==> src/rtl/fsp_defs.svh <==
// Offsets, field positions, reset values and codes of the flash sector protection block.
`ifndef FSP_DEFS_SVH
`define FSP_DEFS_SVH

// Register byte offsets on the register bus.
`define FSP_ADR_PROT 8'h00
`define FSP_ADR_STAT 8'h04
`define FSP_ADR_MASK 8'h08
`define FSP_ADR_CMD 8'h0C

// Protection register fields.
`define FSP_UP_MSB 7
`define FSP_UP_LSB 3
`define FSP_LOW_MSB 2
`define FSP_LOW_LSB 0
`define FSP_PROT_RST 8'hFF

// Upper range codes.
`define FSP_UP_NONE 5'h1F

// Lower range codes.
`define FSP_LOW_FULL 3'h0
`define FSP_LOW_RSV1 3'h1
`define FSP_LOW_RSV2 3'h2
`define FSP_LOW_4K 3'h3
`define FSP_LOW_3K 3'h4
`define FSP_LOW_2K 3'h5
`define FSP_LOW_1K 3'h6
`define FSP_LOW_NONE 3'h7

// Array size in kbytes.
`define FSP_ARRAY_KB 6'h20

// Status and mask bit positions.
`define FSP_ST_VIOL 0
`define FSP_ST_MASS 1
`define FSP_ST_DONE 2
`define FSP_ST_REFUSED 3
`define FSP_ST_W 4

// Command register fields.
`define FSP_CMD_ADR_MSB 14
`define FSP_CMD_KIND_MSB 17
`define FSP_CMD_KIND_LSB 16

`endif

==> src/rtl/fsp_pkg.sv <==
// Types shared by the flash sector protection design.
package fsp_pkg;

  // Flash operations that the command register can request.
  typedef enum logic [1:0] {
    FSP_PROG,
    FSP_SECT_ERASE,
    FSP_MASS_ERASE,
    FSP_NOP
  } fsp_cmd_t;

  typedef logic [7:0] fsp_prot_t;

endpackage

==> src/rtl/fsp_range_dec.sv <==
// Decodes a protection byte into an address hit and a protected size.
`timescale 1ns/10ps
`include "fsp_defs.svh"
module fsp_range_dec (
  input wire fsp_pkg::fsp_prot_t prot_val,
  input wire logic [14:0] addr,
  output logic hit,
  output logic [5:0] total_kb
);
  import fsp_pkg::*;

  logic [4:0] up_code;
  logic [2:0] low_code;
  logic [5:0] up_kb;
  logic [5:0] low_kb;
  logic [6:0] sum_kb;

  // Upper range size and lower range size in kbytes.
  always_comb begin
    up_code = prot_val[`FSP_UP_MSB:`FSP_UP_LSB];
    low_code = prot_val[`FSP_LOW_MSB:`FSP_LOW_LSB];
    if (up_code == `FSP_UP_NONE) begin
      up_kb = 6'h00;
    end else begin
      up_kb = 6'h1F - {1'b0, up_code};
    end
    case (low_code)
      `FSP_LOW_4K: low_kb = 6'h04;
      `FSP_LOW_3K: low_kb = 6'h03;
      `FSP_LOW_2K: low_kb = 6'h02;
      `FSP_LOW_1K: low_kb = 6'h01;
      `FSP_LOW_NONE: low_kb = 6'h00;
      default: low_kb = `FSP_ARRAY_KB;
    endcase
  end

  // Overlapping ranges never count above the array size.
  always_comb begin
    sum_kb = {1'b0, up_kb} + {1'b0, low_kb};
    if (sum_kb > {1'b0, `FSP_ARRAY_KB}) begin
      total_kb = `FSP_ARRAY_KB;
    end else begin
      total_kb = sum_kb[5:0];
    end
  end

  // A kbyte sector is hit when it lies in either protected range.
  always_comb begin
    hit = 1'b0;
    if ((up_code != `FSP_UP_NONE) && (addr[14:10] > up_code)) begin
      hit = 1'b1;
    end
    if ({1'b0, addr[14:10]} < low_kb) begin
      hit = 1'b1;
    end
  end

endmodule

==> src/rtl/fsp_top.sv <==
// Flash sector protection register, range checks and command gate.
//
// Functional notes
// - Normal mode accepts protection writes that enlarge the protected area.
// - Normal mode drops writes that would shrink the protected area.
// - Special mode writes the protection register freely.
// - Reset sequence loads the stored protection byte into the register.
// - Program or erase into protected space is rejected and sets the violation flag.
// - Mass erase is refused while any sector is protected.
// - Upper size field sits in bits 7:3, lower size field in 2:0.
// - Upper code n protects the (31-n) kbytes above sector n; 0x1F protects nothing.
// - Lower code protects from base: whole array, 4, 3, 2, 1 kbyte, none.
// - Reserved lower codes written over the bus are stored as the full-array code.
// - Violation flag clears on write of one; while set, commands are refused.
`timescale 1ns/10ps
`include "fsp_defs.svh"
module fsp_top (
  input wire logic core_clk,
  input wire logic rst,
  input wire logic [7:0] wb_adr_i,
  input wire logic [31:0] wb_dat_i,
  output logic [31:0] wb_dat_o,
  input wire logic wb_we_i,
  input wire logic [3:0] wb_sel_i,
  input wire logic wb_cyc_i,
  input wire logic wb_stb_i,
  output logic wb_ack_o,
  input wire logic special_mode_pin,
  input wire fsp_pkg::fsp_prot_t cfg_prot_byte,
  output logic cmd_start_o,
  output fsp_pkg::fsp_cmd_t cmd_kind_o,
  output logic [14:0] cmd_addr_o,
  output logic any_protected_o,
  output logic irq_o
);
  import fsp_pkg::*;

  // Register state.
  fsp_prot_t prot_reg;
  logic [`FSP_ST_W-1:0] stat_reg;
  logic [`FSP_ST_W-1:0] mask_reg;
  logic load_pend_reg;
  logic ack_reg;
  logic [31:0] rdata_reg;
  logic start_reg;
  fsp_cmd_t kind_reg;
  logic [14:0] addr_reg;
  logic anyp_reg;
  logic irq_reg;

  // Mode pin synchroniser.
  logic mode_s1_reg;
  logic mode_s2_reg;
  logic mode_s3_reg;
  logic special_reg;

  // Bus decode terms.
  logic bus_req;
  logic wr_en;
  logic rd_en;
  logic hit_prot;
  logic hit_stat;
  logic hit_mask;
  logic hit_cmd;
  logic prot_wr;
  logic stat_wr;
  logic mask_wr;
  logic cmd_lanes_ok;

  // Protection write evaluation.
  fsp_prot_t prot_wr_val;
  fsp_prot_t prot_next;
  logic [5:0] cur_kb;
  logic [5:0] new_kb;
  logic prot_wr_ok;

  // Command evaluation.
  fsp_cmd_t cmd_kind;
  logic [14:0] cmd_addr;
  logic cmd_wr;
  logic cmd_addr_hit;
  logic cmd_viol;
  logic cmd_mass_ref;
  logic cmd_go;
  logic cmd_blocked;
  logic [`FSP_ST_W-1:0] stat_set;
  logic [`FSP_ST_W-1:0] stat_clr;
  logic [`FSP_ST_W-1:0] stat_next;

  // Three flip-flop synchroniser; the mode changes when the last two agree.
  always_ff @(posedge core_clk) begin
    if (rst) begin
      mode_s1_reg <= 1'b0;
      mode_s2_reg <= 1'b0;
      mode_s3_reg <= 1'b0;
    end else begin
      mode_s1_reg <= special_mode_pin;
      mode_s2_reg <= mode_s1_reg;
      mode_s3_reg <= mode_s2_reg;
    end
  end

  // Held mode level, normal mode out of reset.
  always_ff @(posedge core_clk) begin
    if (rst) begin
      special_reg <= 1'b0;
    end else if (mode_s2_reg == mode_s3_reg) begin
      special_reg <= mode_s3_reg;
    end
  end

  // A request is served once, and never while the reset load is pending.
  // Gating on ack keeps a held request from being served a second time.
  assign bus_req = wb_cyc_i && wb_stb_i && !ack_reg && !load_pend_reg;
  assign wr_en = bus_req && wb_we_i;
  assign rd_en = bus_req && !wb_we_i;

  // Address decode.
  always_comb begin
    hit_prot = 1'b0;
    hit_stat = 1'b0;
    hit_mask = 1'b0;
    hit_cmd = 1'b0;
    if (wb_adr_i == `FSP_ADR_PROT) begin
      hit_prot = 1'b1;
    end else if (wb_adr_i == `FSP_ADR_STAT) begin
      hit_stat = 1'b1;
    end else if (wb_adr_i == `FSP_ADR_MASK) begin
      hit_mask = 1'b1;
    end else if (wb_adr_i == `FSP_ADR_CMD) begin
      hit_cmd = 1'b1;
    end
  end

  // Byte-lane qualified register writes; a command must cover all three
  // low lanes so that its kind and its offset always arrive together.
  assign prot_wr = wr_en && hit_prot && wb_sel_i[0];
  assign stat_wr = wr_en && hit_stat && wb_sel_i[0];
  assign mask_wr = wr_en && hit_mask && wb_sel_i[0];
  assign cmd_lanes_ok = (wb_sel_i[2:0] == 3'h7);

  // Reserved lower codes are folded into the full-array code on entry.
  always_comb begin
    prot_wr_val = wb_dat_i[7:0];
    if ((wb_dat_i[`FSP_LOW_MSB:`FSP_LOW_LSB] == `FSP_LOW_RSV1) ||
        (wb_dat_i[`FSP_LOW_MSB:`FSP_LOW_LSB] == `FSP_LOW_RSV2)) begin
      prot_wr_val[`FSP_LOW_MSB:`FSP_LOW_LSB] = `FSP_LOW_FULL;
    end
  end

  // Size of the protection now in force, and the address check for commands.
  fsp_range_dec u_cur_dec (
    .prot_val(prot_reg),
    .addr(cmd_addr),
    .hit(cmd_addr_hit),
    .total_kb(cur_kb)
  );

  // Size of the protection that a write would set.
  fsp_range_dec u_new_dec (
    .prot_val(prot_wr_val),
    .addr(15'h0000),
    .hit(),
    .total_kb(new_kb)
  );

  // Special mode takes any value; normal mode refuses a smaller area.
  always_comb begin
    if (special_reg) begin
      prot_wr_ok = 1'b1;
    end else begin
      prot_wr_ok = (new_kb >= cur_kb);
    end
  end

  // Next protection value from a bus write.
  always_comb begin
    prot_next = prot_reg;
    if (prot_wr && prot_wr_ok) begin
      prot_next = prot_wr_val;
    end
  end

  // Protection register: safe value in reset, then the stored byte.
  always_ff @(posedge core_clk) begin
    if (rst) begin
      prot_reg <= `FSP_PROT_RST;
    end else if (load_pend_reg) begin
      prot_reg <= cfg_prot_byte;
    end else begin
      prot_reg <= prot_next;
    end
  end

  // Marks the first cycle after reset release, when the stored byte is copied.
  // Bus requests wait that cycle so software never sees the safe reset value.
  always_ff @(posedge core_clk) begin
    if (rst) begin
      load_pend_reg <= 1'b1;
    end else begin
      load_pend_reg <= 1'b0;
    end
  end

  // Command fields; a command needs the three low byte lanes.
  always_comb begin
    cmd_kind = fsp_cmd_t'(wb_dat_i[`FSP_CMD_KIND_MSB:`FSP_CMD_KIND_LSB]);
    cmd_addr = wb_dat_i[`FSP_CMD_ADR_MSB:0];
    cmd_wr = wr_en && hit_cmd && cmd_lanes_ok && (cmd_kind != FSP_NOP);
  end

  // Command check: blocked flag, protected target, or protected array on mass erase.
  always_comb begin
    cmd_blocked = stat_reg[`FSP_ST_VIOL];
    cmd_viol = 1'b0;
    cmd_mass_ref = 1'b0;
    cmd_go = 1'b0;
    if (cmd_wr && !cmd_blocked) begin
      case (cmd_kind)
        FSP_MASS_ERASE: begin
          if (cur_kb != 6'h00) begin
            cmd_mass_ref = 1'b1;
            cmd_viol = 1'b1;
          end else begin
            cmd_go = 1'b1;
          end
        end
        default: begin
          if (cmd_addr_hit) begin
            cmd_viol = 1'b1;
          end else begin
            cmd_go = 1'b1;
          end
        end
      endcase
    end
  end

  // Status set and clear terms; a set in the same cycle beats the clear.
  always_comb begin
    stat_set = '0;
    stat_set[`FSP_ST_VIOL] = cmd_viol;
    stat_set[`FSP_ST_MASS] = cmd_mass_ref;
    stat_set[`FSP_ST_DONE] = cmd_go;
    stat_set[`FSP_ST_REFUSED] = cmd_wr && cmd_blocked;
    stat_clr = '0;
    if (stat_wr) begin
      stat_clr = wb_dat_i[`FSP_ST_W-1:0];
    end
    stat_next = (stat_reg & ~stat_clr) | stat_set;
  end

  // Sticky status bits.
  always_ff @(posedge core_clk) begin
    if (rst) begin
      stat_reg <= '0;
    end else begin
      stat_reg <= stat_next;
    end
  end

  // Interrupt mask, all events masked out of reset.
  always_ff @(posedge core_clk) begin
    if (rst) begin
      mask_reg <= '0;
    end else if (mask_wr) begin
      mask_reg <= wb_dat_i[`FSP_ST_W-1:0];
    end
  end

  // Level interrupt, high while an unmasked status bit is set.
  always_ff @(posedge core_clk) begin
    if (rst) begin
      irq_reg <= 1'b0;
    end else begin
      irq_reg <= |(stat_next & mask_reg);
    end
  end

  // Command launch towards the flash sequencer, one cycle wide.
  always_ff @(posedge core_clk) begin
    if (rst) begin
      start_reg <= 1'b0;
      kind_reg <= FSP_NOP;
      addr_reg <= 15'h0000;
    end else begin
      start_reg <= cmd_go;
      if (cmd_go) begin
        kind_reg <= cmd_kind;
        addr_reg <= cmd_addr;
      end
    end
  end

  // Any protection in force, for the flash controller and security logic.
  always_ff @(posedge core_clk) begin
    if (rst) begin
      anyp_reg <= 1'b0;
    end else begin
      anyp_reg <= (cur_kb != 6'h00);
    end
  end

  // Bus acknowledge, one cycle per request.
  always_ff @(posedge core_clk) begin
    if (rst) begin
      ack_reg <= 1'b0;
    end else begin
      ack_reg <= bus_req;
    end
  end

  // Read data; unmapped offsets and writes return zero.
  always_ff @(posedge core_clk) begin
    if (rst) begin
      rdata_reg <= 32'h0000_0000;
    end else if (rd_en) begin
      rdata_reg <= 32'h0000_0000;
      if (hit_prot) begin
        rdata_reg[7:0] <= prot_reg;
      end else if (hit_stat) begin
        rdata_reg[`FSP_ST_W-1:0] <= stat_reg;
      end else if (hit_mask) begin
        rdata_reg[`FSP_ST_W-1:0] <= mask_reg;
      end else if (hit_cmd) begin
        rdata_reg[`FSP_CMD_ADR_MSB:0] <= addr_reg;
        rdata_reg[`FSP_CMD_KIND_MSB:`FSP_CMD_KIND_LSB] <= kind_reg;
      end
    end else if (!bus_req) begin
      rdata_reg <= 32'h0000_0000;
    end
  end

  // Outputs straight from flip-flops.
  assign wb_ack_o = ack_reg;
  assign wb_dat_o = rdata_reg;
  assign cmd_start_o = start_reg;
  assign cmd_kind_o = kind_reg;
  assign cmd_addr_o = addr_reg;
  assign any_protected_o = anyp_reg;
  assign irq_o = irq_reg;

endmodule

==> config.mk <==
export PLATFORM = sky130hd
export DESIGN_NAME = fsp_top
export DESIGN_NICKNAME = d
export VERILOG_FILES = /design/src/rtl/fsp_pkg.sv /design/src/rtl/fsp_range_dec.sv /design/src/rtl/fsp_top.sv
export VERILOG_INCLUDE_DIRS = /design/src /design/src/rtl
export SDC_FILE = /design/constraint.sdc
export NUM_CORES = 1
export LEC_CHECK = 0
export CORE_AREA = 3 3 88 90
export DETAILED_ROUTE_END_ITERATION = 7
export DIE_AREA = 0 0 91 93
export DONT_BUFFER_PORTS = 1
export PLACE_DENSITY = 0.81
export SLEW_MARGIN = 15
export SYNTH_ARGS = -nofsm -noshare
export SYNTH_HDL_FRONTEND = slang
export SYNTH_HIERARCHICAL = 1
export SYNTH_SLANG_ARGS = --single-unit
==> constraint.sdc <==
create_clock -name core_clk -period 8.5 [get_ports core_clk]
set_input_delay 1.7 -clock core_clk [delete_from_list [all_inputs] [get_ports core_clk]]
set_output_delay 1.7 -clock core_clk [all_outputs]
set_load 0.01 [all_outputs]
; ---- After elaboration in Yosys (flattened, before gate mapping)
; Cells that the tools add are included.
[totals]
input_bits = 58
ff_bits = 59
out_inout_bits = 53
[op_classes]
mux = 47
n_reduce_logical = 27
n_eq_ne = 23
order_cmp = 5
n_addsub = 4
n_bitwise = 4
[ops]
columns = operator, count
row1 = 6-bit case mux with 5 select lines, 2
row2 = 18-bit 2-to-1 mux, 2
row3 = "3-bit equality test, second input constant", 9
row4 = 1-bit 2-to-1 mux, 24
row5 = 6-bit 2-to-1 mux, 4
row6 = 8-bit 2-to-1 mux, 3
row7 = 11-bit 2-to-1 mux, 2
row8 = 1-bit logical AND, 18
row9 = "8-bit by 4-bit equality test with 1-bit output, second input constant", 2
row10 = 15-bit 2-to-1 mux, 1
row11 = 6-bit by 6-bit adder with 7-bit output, 2
row12 = "7-bit by 6-bit > comparator with 1-bit output, second input constant", 2
row13 = 4-bit 2-to-1 mux, 3
row14 = "5-bit by 5-bit subtractor with 6-bit output, first input constant", 2
row15 = "5-bit equality test, second input constant", 2
row16 = "3-bit by 2-bit equality test with 1-bit output, second input constant", 3
row17 = 4-bit AND, 2
row18 = "8-bit by 3-bit equality test with 1-bit output, second input constant", 1
row19 = 8-bit logical NOT, 1
row20 = 2-bit 2-to-1 mux, 4
row21 = 7-bit 2-to-1 mux, 1
row22 = 6-bit >= comparator, 1
row23 = 5-bit by 6-bit less-than comparator with 1-bit output, 1
row24 = 6-bit nonzero test, 1
row25 = other kinds (14), 17

; ---- Logic depth before layout (Yosys ltp)
[depth]
depth_word = 13
ltp_mapped = 18
mapped_depth_nobuf = 16

; ---- Modules after synthesis
; The synthesis kept the hierarchy.
[by_module_without_submodules]
columns = module, seq_area_each_um2, area_each_um2, cells_per_inst, instances
row1 = fsp_top, 1181.1, 2881.5, 313, 1
row2 = fsp_range_dec, 0.0, 495.5, 70, 2

; ---- Worst setup path before layout
; Ideal clock, no wire load.
[synth_path]
path_type = in2reg
startpoint = input wb_dat_i[2]
endpoint = register prot_reg[4]
setup_slack_ns = 3.343
stages = 17
arrival_ns = 5.016
setup_ns = 0.141
path_buffers = 2
path_cell_list = clkbuf_1 > clkbuf_1 > nor2b_1 > ha_1 > inv_1 > fa_1 > nand2b_1 > a2111oi_0 > o31ai_1 > a31oi_1 > inv_1 > ha_1 > nand2b_1 > a21oi_1 > o211ai_1 > a2111oi_0 > a211oi_2
[synth_via]
elab_chain_len = 12
[synth_lines]
columns = element, line
row1 = from (decl), fsp_top.sv:21  ; input wire logic [31:0] wb_dat_i,
row2 = 3-bit by 1-bit equality test with 1-bit output (no line) or 3-bit by 2-bit equality test with 1-bit output (tied branches), --
row3 = 1-bit logical OR, fsp_top.sv:145  ; if ((wb_dat_i[`FSP_LOW_MSB:`FSP_LOW_LSB] == `FSP_LOW_RSV1) ||
row4 = 3-bit 2-to-1 mux (*), fsp_top.sv:145
row5 = 3-bit equality test or 3-bit by 2-bit equality test with 1-bit output (tied branches), fsp_range_dec.sv:27  ; case (low_code)
row6 = 6-bit case mux with 5 select lines (*), fsp_range_dec.sv:27
row7 = 6-bit by 6-bit adder with 7-bit output (*), fsp_range_dec.sv:39  ; sum_kb = {1'b0, up_kb} + {1'b0, low_kb};
row8 = 7-bit by 6-bit > comparator with 1-bit output, fsp_range_dec.sv:40  ; if (sum_kb > {1'b0, `FSP_ARRAY_KB}) begin
row9 = 6-bit 2-to-1 mux (*), fsp_range_dec.sv:40
row10 = named net new_kb[0], fsp_top.sv:74  ; logic [5:0] new_kb;
row11 = 6-bit >= comparator (*), fsp_top.sv:172  ; prot_wr_ok = (new_kb >= cur_kb);
row12 = 1-bit 2-to-1 mux (*), fsp_top.sv:169  ; if (special_reg) begin
row13 = 1-bit logical AND (*), fsp_top.sv:179  ; if (prot_wr && prot_wr_ok) begin
row14 = 2-bit nonzero test (no line) (*), --
row15 = to (signal assigned), fsp_top.sv:187  ; prot_reg <= `FSP_PROT_RST;
row16 = to (signal assigned), fsp_top.sv:189  ; prot_reg <= cfg_prot_byte;
row17 = to (signal assigned), fsp_top.sv:191  ; prot_reg <= prot_next;
row18 = to (decl), fsp_top.sv:39  ; fsp_prot_t prot_reg;
; The timed path passes the listed nets; every way through them passes the cells marked *.
; A chain may end at the register's enable or synchronous reset.

; ---- Worst setup path in the final report
[layout_path]
startpoint = input wb_dat_i[1]
endpoint = register prot_reg[5]
; Same word-level chain as after synthesis.

==> flow_summary.yaml <==
run_status:
  run_status: "complete, no violations"
placement:
  gp_congestion: 0.9105
  place_area_um2: 3636
  dp_hpwl_um: 6818
  portBuffers: 0
cells_and_area:
  largest_reg_flops: 17
  diodes: 0
  fin_nets: 496
  stdcell_area_um2: 3830
  drive_gt1_share_pct: 8.294
  layout_common_cells: "dfxtp_1 (59), nor2_1 (47), inv_1 (39)"
  syn2layout_area_growth_pct: 4.009
  final_common_cell: "dfxtp_1"
critical_path:
  required_ps: 8710
  critical_path_class: "in -> reg"
  reg2reg_to: "cmd_kind_o[1]"
  startpoint_type: "input port"
  crit_start: "wb_dat_i[1]"
  cp-end-kind: "flip-flop"
  reg2reg_depth: 14
  setup.worst_path.end: "prot_reg[5]"
  reg2reg_slack_ps: 3700
  crit_arrival_ps: 5490
  r2r-start: "prot_reg[2]"
  crit_fanout: 9
clocking:
  cts.clk_slew.worst_paths_ps: 70
  cts_made_buffers: 9
  cts.repair.resized: 0
  clock_sink_count: 59
  cts-root-buf: "clkbuf_8"
  cts_tree: "done"
  clock_latency_ps: 350
  ctsHoldBuffers: 0
  cts.htree.levels: 3
  post_cts_buffers: 0
  clockBufferDepth: 2
floorplanning:
  start_util_pct: 51.60
  num_rows: 31
  chipHeight_um: 93
  die_x_um: 91
  die_area_um2: 8463
  boundaryPins: 111
  core-area_um2: 7137
routing:
  vias: 3180
  postRouteAntennaNets: 0
  drcViolationCount: 0
  wirelength_um: 9350
  viasPerCell: 6.104
  dr.pass1.iters: 5
  wl_per_cell_um: 17.95
  first_iter_violations: 152
timing:
  tns_ps: 0
  hold_viol_final: 0
  worst_slew_margin_rel_pct: 39.70
  fin_crit_sh_pct: 62.03
  final_max_slew_viol_count: 0
  finalSetupViolCount: 0
  fin_crit_ps: 5272
  skew_ps: 11.32
  rsz0062_at_grt: "no"
  hold_slack_ps: 453.7
  max_freq_ghz: 0.1897
  tightest_slew_ps: 904.5
grt:
  track_usage_pct: 21.62
  grt_start_max_net_pins: 76
  grt_pass1_wl_um: 14740
  overflow: 0
  antenna_found_initial: 0
  grt_pass1_vias: 3020
power:
  p_per_area_nw_per_um2: 162.4
  peakVddDrop_mv: 0.07006
  p_leak_nw: 1.470
worst_hold_path:
  min_path_type: "reg -> reg"
  whs_path_depth: 1
  min_from: "mode_s1_reg"
synthesis:
  synth_area_um2: 3682
  synth_warnings: 6
  netlist_instances: 431
  postSynthAreaPerCell_um2: 8.544
job:
  cap_violations: 0
worst min path at each step:
stage                        endpoint  slack (ps)
after global routing      mode_s2_reg         470
after detailed placement  mode_s2_reg         440
after global placement    special_reg         440
after CTS                 mode_s2_reg         460
after floorplan           mode_s2_reg         410
final                     mode_s2_reg         450
per-layer routing:
metal	share of wire, %	track usage [%]	up-vias
met5	0	0	-
met4	2.1	8.166	0
met3	9.4	6.758	19
met2	46	35.07	161
met1	42	26.91	1501
li1	-	-	1499
final cells by class:
type,instances,area (µm²)
clock buffers,11,131.4
inverters,39,146.4
fillers,689,3307
flip-flops and latches,59,1181
well taps,99,123.9
multi-input cells,307,2177
repair buffers,1,7.507
clock inverters,5,62.56
metrics by stage:
step	worst slack (ps)	util [%]	power, W	instances
6_report	3228	53.66	0.0006220	521
5_1_grt	2920	53.66	0.0006486	521
4_1_cts	3330	53.66	0.0006249	521
3_5_place_dp	2965	50.95	0.0003701	505
3_3_place_gp	3070	50.95	0.0003661	505
2_1_floorplan	3358	-	0.0003648	445
where the power goes:
part | switching [W] | total (W) | leakage, nW | internal (W)
clock | 0.000119 | 0.000256 | 0.0901 | 0.000137
sequential | 0.00000730 | 0.000288 | 0.478 | 0.000280
combinational | 0.0000444 | 0.0000784 | 0.901 | 0.0000340
worst max-delay path, cell delays in order:
cell and delay (ps):
o21a_1 200, nor2b_1 120, ha_1 170, inv_1 60, fa_1 480, xnor2_1 190, a2111oi_0 450, o21ai_0 210
a31oi_1 210, inv_1 60, ha_1 260, nand2b_1 90, a21oi_1 60, o211ai_1 560, and2_1 510, a211oi_2 130
Power figures use the tool's default switching activity.
